File: src/hsds_pkg.sv
// Shared constants and carrier types for the hub descriptor and string source.
// Assumes one clock domain; every user of this package runs on mclk.
package hsds_pkg;

  // ********************************
  // Configuration register offsets
  // ********************************
  localparam logic [7:0] HSDS_OFF_CFG1    = 8'h06;
  localparam logic [7:0] HSDS_OFF_NR_MASK = 8'h09;
  localparam logic [7:0] HSDS_OFF_HC_SP   = 8'h0E;
  localparam logic [7:0] HSDS_OFF_HC_BP   = 8'h0F;
  localparam logic [7:0] HSDS_OFF_LANG_H  = 8'h11;
  localparam logic [7:0] HSDS_OFF_LANG_L  = 8'h12;
  localparam logic [7:0] HSDS_OFF_MFR_LEN = 8'h13;
  localparam logic [7:0] HSDS_OFF_PRD_LEN = 8'h14;
  localparam logic [7:0] HSDS_OFF_MANUFACTURER_STRING_STORE = 8'h20;
  localparam logic [7:0] HSDS_OFF_PRD_STR = 8'h60;

  // Field position of the power source select bit inside config_byte_one
  localparam int         HSDS_PWR_SEL_BIT = 7;

  // Thirty characters of two bytes each
  localparam logic [7:0] HSDS_STR_BYTES   = 8'h3C;
  localparam int         HSDS_STR_DEPTH   = 60;

  // ********************************
  // Values after reset
  // ********************************
  localparam logic [7:0] HSDS_RST_CFG1    = 8'h00;
  localparam logic [7:0] HSDS_RST_NR_MASK = 8'h00;
  localparam logic [7:0] HSDS_RST_HC_SP   = 8'h01;
  localparam logic [7:0] HSDS_RST_HC_BP   = 8'h01;
  localparam logic [7:0] HSDS_RST_LANG_H  = 8'h04;
  localparam logic [7:0] HSDS_RST_LANG_L  = 8'h09;
  localparam logic [7:0] HSDS_RST_STR_LEN = 8'h00;
  localparam logic [7:0] HSDS_RST_BYTE    = 8'h00;

  // ********************************
  // Descriptor encodings
  // ********************************
  localparam logic [7:0] HSDS_DT_HUB      = 8'h29;
  localparam logic [7:0] HSDS_DT_HUB_OLD  = 8'h00;
  localparam logic [7:0] HSDS_DT_STRING   = 8'h03;
  localparam logic [7:0] HSDS_HUB_LEN     = 8'h09;
  localparam logic [7:0] HSDS_LANG_LEN    = 8'h04;
  localparam logic [7:0] HSDS_STR_HDR     = 8'h02;
  localparam logic [7:0] HSDS_PPCM_VALUE  = 8'hFF;
  localparam logic [7:0] HSDS_IDX_HC      = 8'h06;
  localparam logic [7:0] HSDS_IDX_REMOV   = 8'h07;
  localparam logic [7:0] HSDS_IDX_PPCM    = 8'h08;
  localparam logic [7:0] HSDS_STR_LANG    = 8'h00;
  localparam logic [7:0] HSDS_STR_MFR     = 8'h01;
  localparam logic [7:0] HSDS_STR_PRD     = 8'h02;

  // ********************************
  // Types
  // ********************************
  typedef struct packed {
    logic [7:0]  dtype;
    logic [7:0]  index;
    logic [15:0] length;
  } hsds_req_type;

  typedef struct packed {
    logic [7:0] data;
    logic       last;
  } hsds_beat_type;

  typedef logic [5:0][7:0] hsds_hub_head_type;

  typedef enum logic [1:0] {
    HSDS_IDLE   = 2'b00,
    HSDS_SEND   = 2'b01,
    HSDS_FINISH = 2'b11
  } hsds_state_type;

  typedef enum logic [1:0] {
    HSDS_SRC_HUB  = 2'b00,
    HSDS_SRC_LANG = 2'b01,
    HSDS_SRC_MFR  = 2'b10,
    HSDS_SRC_PRD  = 2'b11
  } hsds_src_type;

endpackage

File: src/hsds_desc_source.sv
// Top of the hub descriptor tail and string descriptor source.
// Assumes all inputs come from logic on mclk.
`timescale 1ns/1ps
module hsds_desc_source
  import hsds_pkg::*;
(
  // Clock and reset
  input  wire logic              mclk,
  input  wire logic              reset_n,
  // Configuration load port
  input  wire logic              cfg_wr_en,
  input  wire logic [7:0]        cfg_addr,
  input  wire logic [7:0]        cfg_wr_data,
  output logic      [7:0]        cfg_rd_data,
  // Descriptor request
  input  wire logic              req_valid,
  input  wire hsds_req_type      req,
  input  wire hsds_hub_head_type hub_head,
  output logic                   req_ready,
  output logic                   req_stall,
  output logic                   req_done,
  // Descriptor byte stream
  input  wire logic              desc_ready,
  output logic                   desc_valid,
  output hsds_beat_type          desc_beat,
  // Status
  output logic                   self_powered
);

  // ********************************
  // Configuration registers
  // ********************************
  logic [7:0] config_byte_one_q;
  logic [7:0] hub_current_self_powered_q;
  logic [7:0] hub_current_bus_powered_reg_q;
  logic [7:0] nonremovable_port_mask_q;
  logic [7:0] language_id_high_q;
  logic [7:0] language_id_low_q;
  logic [7:0] manufacturer_string_length_q;
  logic [7:0] product_string_length_q;

  logic       power_source_select;
  logic       mfr_wr;
  logic       prd_wr;
  logic [7:0] mfr_wr_idx;
  logic [7:0] prd_wr_idx;

  assign power_source_select = config_byte_one_q[HSDS_PWR_SEL_BIT];
  assign mfr_wr_idx          = cfg_addr - HSDS_OFF_MANUFACTURER_STRING_STORE;
  assign prd_wr_idx          = cfg_addr - HSDS_OFF_PRD_STR;
  assign mfr_wr              = cfg_wr_en && (cfg_addr >= HSDS_OFF_MANUFACTURER_STRING_STORE) && (mfr_wr_idx < HSDS_STR_BYTES);
  assign prd_wr              = cfg_wr_en && (cfg_addr >= HSDS_OFF_PRD_STR) && (prd_wr_idx < HSDS_STR_BYTES);

  // Fields hold their defaults until the configuration load overwrites them
  always_ff @(posedge mclk or negedge reset_n) begin
    if (!reset_n) begin
      config_byte_one_q             <= HSDS_RST_CFG1;
      hub_current_self_powered_q    <= HSDS_RST_HC_SP;
      hub_current_bus_powered_reg_q <= HSDS_RST_HC_BP;
      nonremovable_port_mask_q      <= HSDS_RST_NR_MASK;
      language_id_high_q            <= HSDS_RST_LANG_H;
      language_id_low_q             <= HSDS_RST_LANG_L;
      manufacturer_string_length_q  <= HSDS_RST_STR_LEN;
      product_string_length_q       <= HSDS_RST_STR_LEN;
    end else if (cfg_wr_en) begin
      case (cfg_addr)
        HSDS_OFF_CFG1:    config_byte_one_q             <= cfg_wr_data;
        HSDS_OFF_HC_SP:   hub_current_self_powered_q    <= cfg_wr_data;
        HSDS_OFF_HC_BP:   hub_current_bus_powered_reg_q <= cfg_wr_data;
        HSDS_OFF_NR_MASK: nonremovable_port_mask_q      <= cfg_wr_data;
        HSDS_OFF_LANG_H:  language_id_high_q            <= cfg_wr_data;
        HSDS_OFF_LANG_L:  language_id_low_q             <= cfg_wr_data;
        HSDS_OFF_MFR_LEN: manufacturer_string_length_q  <= cfg_wr_data;
        HSDS_OFF_PRD_LEN: product_string_length_q       <= cfg_wr_data;
        default: begin
        end
      endcase
    end
  end

  // ********************************
  // String storage
  // ********************************
  logic [7:0] str_rd_idx;
  logic [7:0] mfr_byte;
  logic [7:0] prd_byte;
  logic [7:0] mfr_cfg_byte;
  logic [7:0] prd_cfg_byte;

  hsds_string_store u_mfr_store (
    .mclk      (mclk),
    .reset_n   (reset_n),
    .wr_en     (mfr_wr),
    .wr_idx    (mfr_wr_idx),
    .wr_data   (cfg_wr_data),
    .rd_a_idx  (str_rd_idx),
    .rd_a_data (mfr_byte),
    .rd_b_idx  (mfr_wr_idx),
    .rd_b_data (mfr_cfg_byte)
  );

  hsds_string_store u_prd_store (
    .mclk      (mclk),
    .reset_n   (reset_n),
    .wr_en     (prd_wr),
    .wr_idx    (prd_wr_idx),
    .wr_data   (cfg_wr_data),
    .rd_a_idx  (str_rd_idx),
    .rd_a_data (prd_byte),
    .rd_b_idx  (prd_wr_idx),
    .rd_b_data (prd_cfg_byte)
  );

  // ********************************
  // Configuration readback
  // ********************************
  always_ff @(posedge mclk or negedge reset_n) begin
    if (!reset_n) begin
      cfg_rd_data <= HSDS_RST_BYTE;
    end else begin
      case (cfg_addr)
        HSDS_OFF_CFG1:    cfg_rd_data <= config_byte_one_q;
        HSDS_OFF_HC_SP:   cfg_rd_data <= hub_current_self_powered_q;
        HSDS_OFF_HC_BP:   cfg_rd_data <= hub_current_bus_powered_reg_q;
        HSDS_OFF_NR_MASK: cfg_rd_data <= nonremovable_port_mask_q;
        HSDS_OFF_LANG_H:  cfg_rd_data <= language_id_high_q;
        HSDS_OFF_LANG_L:  cfg_rd_data <= language_id_low_q;
        HSDS_OFF_MFR_LEN: cfg_rd_data <= manufacturer_string_length_q;
        HSDS_OFF_PRD_LEN: cfg_rd_data <= product_string_length_q;
        default: begin
          if ((cfg_addr >= HSDS_OFF_MANUFACTURER_STRING_STORE) && (mfr_wr_idx < HSDS_STR_BYTES)) begin
            cfg_rd_data <= mfr_cfg_byte;
          end else if ((cfg_addr >= HSDS_OFF_PRD_STR) && (prd_wr_idx < HSDS_STR_BYTES)) begin
            cfg_rd_data <= prd_cfg_byte;
          end else begin
            cfg_rd_data <= HSDS_RST_BYTE;
          end
        end
      endcase
    end
  end

  // ********************************
  // Request decode
  // ********************************
  hsds_state_type state_q;
  hsds_state_type state_d;
  hsds_src_type   src_q;
  hsds_src_type   req_src;
  logic           req_known;
  logic [7:0]     mfr_len_eff;
  logic [7:0]     prd_len_eff;
  logic [7:0]     desc_total;
  logic [7:0]     send_count;
  logic [7:0]     count_q;
  logic [7:0]     idx_q;
  logic           take;
  logic           advance;

  // Oversized lengths are clamped so the reply never runs past the storage
  assign mfr_len_eff = (manufacturer_string_length_q > HSDS_STR_BYTES) ? HSDS_STR_BYTES
                                                                       : manufacturer_string_length_q;
  assign prd_len_eff = (product_string_length_q > HSDS_STR_BYTES) ? HSDS_STR_BYTES
                                                                  : product_string_length_q;

  always_comb begin
    req_known = 1'b1;
    req_src   = HSDS_SRC_HUB;
    if ((req.dtype == HSDS_DT_HUB) || (req.dtype == HSDS_DT_HUB_OLD)) begin
      req_src = HSDS_SRC_HUB;
    end else if (req.dtype == HSDS_DT_STRING) begin
      case (req.index)
        HSDS_STR_LANG: req_src = HSDS_SRC_LANG;
        HSDS_STR_MFR:  req_src = HSDS_SRC_MFR;
        HSDS_STR_PRD:  req_src = HSDS_SRC_PRD;
        default:       req_known = 1'b0;
      endcase
    end else begin
      req_known = 1'b0;
    end
  end

  always_comb begin
    case (req_src)
      HSDS_SRC_HUB:  desc_total = HSDS_HUB_LEN;
      HSDS_SRC_LANG: desc_total = HSDS_LANG_LEN;
      HSDS_SRC_MFR:  desc_total = mfr_len_eff + HSDS_STR_HDR;
      HSDS_SRC_PRD:  desc_total = prd_len_eff + HSDS_STR_HDR;
      default:       desc_total = HSDS_HUB_LEN;
    endcase
  end

  // Truncate to the requested length
  assign send_count = (req.length < {8'h00, desc_total}) ? req.length[7:0] : desc_total;

  assign take    = (state_q == HSDS_IDLE) && req_valid && req_known;
  assign advance = (state_q == HSDS_SEND) && desc_valid && desc_ready;

  // ********************************
  // Byte selection for the next beat
  // ********************************
  hsds_src_type sel_src;
  logic [7:0]   sel_idx;
  logic [7:0]   sel_byte;
  logic [7:0]   hub_byte;
  logic [7:0]   hub_current;

  assign sel_src    = take ? req_src : src_q;
  assign sel_idx    = take ? 8'h00 : idx_q + 8'h01;
  assign str_rd_idx = sel_idx - HSDS_STR_HDR;

  // Report must follow the live operating mode
  assign hub_current = power_source_select ? hub_current_self_powered_q
                                           : hub_current_bus_powered_reg_q;

  hsds_hub_tail u_hub_tail (
    .hub_head               (hub_head),
    .hub_current            (hub_current),
    .nonremovable_port_mask (nonremovable_port_mask_q),
    .byte_idx               (sel_idx),
    .byte_data              (hub_byte)
  );

  always_comb begin
    sel_byte = HSDS_RST_BYTE;
    case (sel_src)
      HSDS_SRC_HUB: sel_byte = hub_byte;
      HSDS_SRC_LANG: begin
        case (sel_idx)
          8'h00:   sel_byte = HSDS_LANG_LEN;
          8'h01:   sel_byte = HSDS_DT_STRING;
          8'h02:   sel_byte = language_id_low_q;
          8'h03:   sel_byte = language_id_high_q;
          default: sel_byte = HSDS_RST_BYTE;
        endcase
      end
      HSDS_SRC_MFR: begin
        case (sel_idx)
          8'h00:   sel_byte = mfr_len_eff + HSDS_STR_HDR;
          8'h01:   sel_byte = HSDS_DT_STRING;
          default: sel_byte = mfr_byte;
        endcase
      end
      HSDS_SRC_PRD: begin
        case (sel_idx)
          8'h00:   sel_byte = prd_len_eff + HSDS_STR_HDR;
          8'h01:   sel_byte = HSDS_DT_STRING;
          default: sel_byte = prd_byte;
        endcase
      end
      default: sel_byte = HSDS_RST_BYTE;
    endcase
  end

  // ********************************
  // Transfer sequencer
  // ********************************
  always_comb begin
    case (state_q)
      HSDS_IDLE: begin
        if (take) begin
          state_d = (send_count == 8'h00) ? HSDS_FINISH : HSDS_SEND;
        end else begin
          state_d = HSDS_IDLE;
        end
      end
      HSDS_SEND:   state_d = (advance && desc_beat.last) ? HSDS_FINISH : HSDS_SEND;
      HSDS_FINISH: state_d = HSDS_IDLE;
      default:     state_d = HSDS_IDLE;
    endcase
  end

  always_ff @(posedge mclk or negedge reset_n) begin
    if (!reset_n) begin
      state_q   <= HSDS_IDLE;
      req_ready <= 1'b1;
    end else begin
      state_q   <= state_d;
      req_ready <= (state_d == HSDS_IDLE);
    end
  end

  always_ff @(posedge mclk or negedge reset_n) begin
    if (!reset_n) begin
      src_q   <= HSDS_SRC_HUB;
      count_q <= 8'h00;
      idx_q   <= 8'h00;
    end else if (take) begin
      src_q   <= req_src;
      count_q <= send_count;
      idx_q   <= 8'h00;
    end else if (advance) begin
      idx_q   <= sel_idx;
    end
  end

  always_ff @(posedge mclk or negedge reset_n) begin
    if (!reset_n) begin
      desc_valid <= 1'b0;
      desc_beat  <= '0;
    end else if (take && (send_count != 8'h00)) begin
      desc_valid     <= 1'b1;
      desc_beat.data <= sel_byte;
      desc_beat.last <= (send_count == 8'h01);
    end else if (advance) begin
      desc_valid     <= !desc_beat.last;
      desc_beat.data <= desc_beat.last ? HSDS_RST_BYTE : sel_byte;
      desc_beat.last <= (sel_idx + 8'h01 == count_q);
    end
  end

  // Unknown types and string indices are refused; the control pipe stalls them
  always_ff @(posedge mclk or negedge reset_n) begin
    if (!reset_n) begin
      req_stall <= 1'b0;
      req_done  <= 1'b0;
    end else begin
      req_stall <= (state_q == HSDS_IDLE) && req_valid && !req_known;
      req_done  <= (state_q == HSDS_FINISH);
    end
  end

  always_ff @(posedge mclk or negedge reset_n) begin
    if (!reset_n) begin
      self_powered <= 1'b0;
    end else begin
      self_powered <= power_source_select;
    end
  end

endmodule // hsds_desc_source

File: src/hsds_string_store.sv
// Flip-flop storage for one string of up to thirty characters.
// Assumes write and read indices come from logic on mclk.
`timescale 1ns/1ps
module hsds_string_store
  import hsds_pkg::*;
(
  // Clock and reset
  input  wire logic       mclk,
  input  wire logic       reset_n,
  // Write port
  input  wire logic       wr_en,
  input  wire logic [7:0] wr_idx,
  input  wire logic [7:0] wr_data,
  // Read ports
  input  wire logic [7:0] rd_a_idx,
  output logic      [7:0] rd_a_data,
  input  wire logic [7:0] rd_b_idx,
  output logic      [7:0] rd_b_data
);

  logic [HSDS_STR_DEPTH-1:0][7:0] mem_q;

  always_ff @(posedge mclk or negedge reset_n) begin
    if (!reset_n) begin
      mem_q <= '0;
    end else if (wr_en && (wr_idx < HSDS_STR_BYTES)) begin
      mem_q[wr_idx[5:0]] <= wr_data;
    end
  end

  // Out-of-range reads return zero instead of aliasing
  assign rd_a_data = (rd_a_idx < HSDS_STR_BYTES) ? mem_q[rd_a_idx[5:0]] : HSDS_RST_BYTE;
  assign rd_b_data = (rd_b_idx < HSDS_STR_BYTES) ? mem_q[rd_b_idx[5:0]] : HSDS_RST_BYTE;

endmodule // hsds_string_store

File: src/hsds_hub_tail.sv
// Byte selector for the class-specific hub descriptor.
// Assumes the leading six bytes are supplied by the neighbouring hub logic.
`timescale 1ns/1ps
module hsds_hub_tail
  import hsds_pkg::*;
(
  // Descriptor sources
  input  wire hsds_hub_head_type hub_head,
  input  wire logic [7:0]        hub_current,
  input  wire logic [7:0]        nonremovable_port_mask,
  // Selection
  input  wire logic [7:0]        byte_idx,
  output logic      [7:0]        byte_data
);

  always_comb begin
    case (byte_idx)
      HSDS_IDX_HC:    byte_data = hub_current;
      HSDS_IDX_REMOV: byte_data = nonremovable_port_mask;
      HSDS_IDX_PPCM:  byte_data = HSDS_PPCM_VALUE;
      default: begin
        byte_data = (byte_idx < HSDS_IDX_HC) ? hub_head[byte_idx[2:0]] : HSDS_RST_BYTE;
      end
    endcase
  end

endmodule // hsds_hub_tail

File: config.mk
export PLATFORM = sky130hd
export DESIGN_NAME = hsds_desc_source
export DESIGN_NICKNAME = d
export VERILOG_FILES = /design/src/hsds_pkg.sv /design/src/hsds_desc_source.sv /design/src/hsds_string_store.sv /design/src/hsds_hub_tail.sv
export SDC_FILE = /design/constraint.sdc
export NUM_CORES = 2
export LEC_CHECK = 0
export ABC_AREA = 1
export BUFFER_PORTS_ARGS = -buffer_cell sky130_fd_sc_hd__clkbuf_2
export CAP_MARGIN = 40
export CORE_MARGIN = 4
export CORE_UTILIZATION = 30
export DETAILED_ROUTE_END_ITERATION = 8
export GPL_TIMING_DRIVEN = 1
export HOLD_SLACK_MARGIN = 0.1
export PLACE_DENSITY = 0.41
export SLEW_MARGIN = 10
export SYNTH_ARGS = -nofsm -noshare
export SYNTH_HDL_FRONTEND = slang
export SYNTH_SLANG_ARGS = --single-unit
File: constraint.sdc
create_clock -name mclk -period 6.9 [get_ports mclk]
set_input_delay 0.345 -clock mclk [delete_from_list [all_inputs] [get_ports mclk]]
set_output_delay 0.345 -clock mclk [all_outputs]
set_load 0.01 [all_outputs]
==> metrics.txt <==
Remaining DRCs=0; Hold Path Class=input port to flip-flop; CP Max Fanout=53; critical path startpoint=state_q[0]; GRT Resource Usage Total=between 20% and 30%; Worst path top cell family by delay=simple AND/OR/NAND/NOR gates; Leakage Power=28.6 nW; non-filler instance count after layout=~11000; maxcap violations=0; Die ar.=approximately 200000 µm²; largest net degree at the start of global routing=140; Max Slew Vio Count=0; dpl cells=approximately 10000; CTS clk-pin slew, worst paths=around 0.060 ns; Data arrival, critical path=between 6 and 7 ns; slowest CP cell=nand2_1; syn avg cell area=around 7.3 µm²; Peak VDD IR=0.525 mV; commonest non-fill, non-tap cell in the layout=nand2_1; via count=~59000; Sink Count=around 1100; Worst path most repeated cell=nand2_1; FF-to-FF Start=state_q[0]; drt pass-1 iters=6; antenna-violating nets left=0; ys async rst share=100%; initial antenna violation count=8; maximum clock path buffer count=3; delay of the slowest cell on the worst path=roughly 0.56 ns; FF-to-FF End=desc_beat[8]; TritonCTS clock tree=yes; DP Wirelength=approximately 190 mm; CP startpoint kind=flip-flop; sequence of cells on the critical path=inv_1, nand2_1, nor2_1, nand2_8, nand2_1, inv_1, ha_4, inv_6, buf_16, buf_4, a21oi_1, o21ai_0, nand3_1, nand2_1, a21oi_1, nor2_1, nand2_1, nand2_1, nand2_1, nand2_1, nand2_1, nand2_1, nand3_1, nand2_1; number of global-route vias before repair=approximately 56000; crit path to=desc_beat[8]; CP endpoint kind=flip-flop; WP data required=roughly 7.7 ns; RSZ-0062 raised after global routing=false; final wirelength=around 300 mm; synthesis-to-layout area growth=13.6%; Yosys cell types=61; status=finished clean; Post-synth EDFFs=0; # setup viols final=0; Seq cells post-synth=between 1000 and 1500; Fillers=20973; WS Path Type=flip-flop to flip-flop; Placer Congestion=~0.9; commonest non-fill, non-tap cells in the layout=2507 x nand2_1, 1503 x o21ai_0, 1059 x dfrtp_1; Tmin final=~5.4 ns; Synth Warn #=0; R2R cell count=24; I/O pin count=~120; setup tns final=0 ns; Initial Util=between 30% and 40%; total grt overflow=0; postcts setup bufs=0; Row Count=~160; Fmax achieved=between 0.15 and 0.2 GHz; Post-Syn Instances=approximately 8000; Port Buf Inserts=~120; CP bufs+invs=5; vias per cell=around 5.6; final hold viol count=0; Post-Syn Area=58800 µm²; Top FF cell, synth=dfrtp_1; WP depth=24; CTS HTree Levels=4; measured slew at the worst slew-check pin=roughly 0.96 ns; final net count=between 7000 and 8000; final critical-path share of the clock period=77.6%; PwrDens=405 nW/µm²; Die W=around 450 µm; Layout Skew=0.0449 ns; Die Ht=around 450 µm; first-pass GRT wire length=~420 mm; Root Driver=clkbuf_16; WL per Instance=between 20 and 30 µm; # resized after CTS=0; TritonCTS buffer count=around 140; core area=approximately 190000 µm²; share of layout cells above drive strength 1=around 7.8%; clk_lat worst skew=a little over 0.8 ns; relative slew slack=35.4%; Starting DRT DRC Count=just over 7000; FF-to-FF setup slack=~1.5 ns; sequential cell area fraction in the yosys report=45.4%
## timing repair
item / CTS / global route
endpoints found under the setup margin: 0 / 0
endpoints found under the hold margin: 199 / 0
hold buffers: 22 / 0
## cells by family after synthesis
| group | share of synthesized area [%] |
|---|---|
| AND/OR/NAND/NOR | 26.3 |
| AO/OA/AOI/OAI | 20.8 |
| flip-flops | 45.4 |
| buffers and inverters | 6.87 |
| XOR/XNOR | 0.298 |
| adder cells (fa/ha/maj) | 0.425 |
| other | 0.00637 |
## synth_stat cells, drive strengths merged (9+ instances only)
| library cell | number | area (µm²) |
|---|---|---|
| a21oi | 294 | 1470 |
| a221oi | 49 | 429 |
| a22o | 11 | 96.3 |
| a22oi | 164 | 1230 |
| a32o | 13 | 130 |
| a32oi | 15 | 131 |
| buf | 221 | 1220 |
| clkbuf | 426 | 1600 |
| dfrtp | 1060 | 26500 |
| ha | 20 | 250 |
| inv | 321 | 1210 |
| nand2 | 2529 | 9580 |
| nand3 | 831 | 4180 |
| nand3b | 9 | 80.1 |
| nand4 | 40 | 250 |
| nor2 | 303 | 1210 |
| nor3 | 13 | 65.1 |
| o2111ai | 30 | 263 |
| o211ai | 43 | 323 |
| o21ai | 1517 | 7630 |
| o22ai | 26 | 163 |
| xor2 | 12 | 105 |
## worst register-to-register path: cells and delay by family, from the launching register on
| family | cells | cell delay, ns |
|---|---|---|
| AO/OA/AOI/OAI | 3 | 0.22 |
| adder cells (fa/ha/maj) | 1 | 0.39 |
| buffers and inverters | 5 | 1.53 |
| flip-flops | 1 | 0.37 |
| AND/OR/NAND/NOR | 15 | 2.83 |
## cell type report
| type | instances | area, µm² | share of cell area [%] |
|---|---|---|---|
| inverters | 325 | 1270 | 1.91 |
| flip-flops and latches | 1066 | 26700 | 39.9 |
| diodes | 5 | 12.5 | 0.0187 |
| repair buffers | 329 | 2780 | 4.17 |
| clock inverters | 35 | 513 | 0.768 |
| well taps | 2624 | 3280 | 4.91 |
| clock buffers | 203 | 4020 | 6.01 |
| multi-input cells | 5988 | 28300 | 42.3 |
## worst min path at each step
stage,endpoint,slack (ns),start,cells past startpoint
after CTS,count_q[0],0.15,req[16],8
after detailed placement,u_mfr_store.mem_q[199],0.43,reset_n,1
after global placement,u_mfr_store.mem_q[199],0.44,reset_n,1
final,u_mfr_store.mem_q[470],0.15,cfg_wr_data[6],3
after global routing,u_mfr_store.mem_q[414],0.20,cfg_wr_data[6],3
after floorplan,cfg_rd_data[0],0.05,reset_n,0
## per-stage QoR
stage	hold slack, ns	area [µm²]	power (W)	setup slack [ns]	utilization (%)
after floorplan	0.0494	58800	0.0136	3.12	-
after global placement	0.435	61700	0.0194	1.56	31.6
after detailed placement	0.432	62000	0.0194	1.65	31.8
after CTS	0.154	66800	0.0269	1.66	34.2
final	0.152	66800	0.0270	1.55	34.3
after global routing	0.196	66800	0.0282	1.18	34.3
## where the power goes
part	total, W	internal [W]	switching [W]	leakage [nW]
Combinational	0.0128	0.00293	0.00985	11.7
Sequential	0.00686	0.00656	0.000297	14.7
Clock	0.00741	0.00434	0.00307	2.23
## registers in the layout (all words and copies together) (netlist names), 2 cells and up
signal and count:
language_id_high_q 8, cfg_rd_data 8, hub_current_self_powered_q 8, u_mfr_store.mem_q 480
nonremovable_port_mask_q 8, config_byte_one_q 8, desc_beat 9, src_q 2
count_q 8, hub_current_bus_powered_reg_q 8, state_q 2, u_prd_store.mem_q 480
idx_q 8, language_id_low_q 8, product_string_length_q 8, manufacturer_string_length_q 8
## routing by layer
metal	wire [µm]	part of all wire [%]	GRT usage, %	up-vias
li1	-	-	-	26721
met1	131000	45	40.4	29571
met2	127000	43	42.4	2633
met3	23200	7.9	4.92	467
met4	11400	3.9	10.1	6
met5	24	0.0082	0	-
Power figures use the tool's default switching activity.
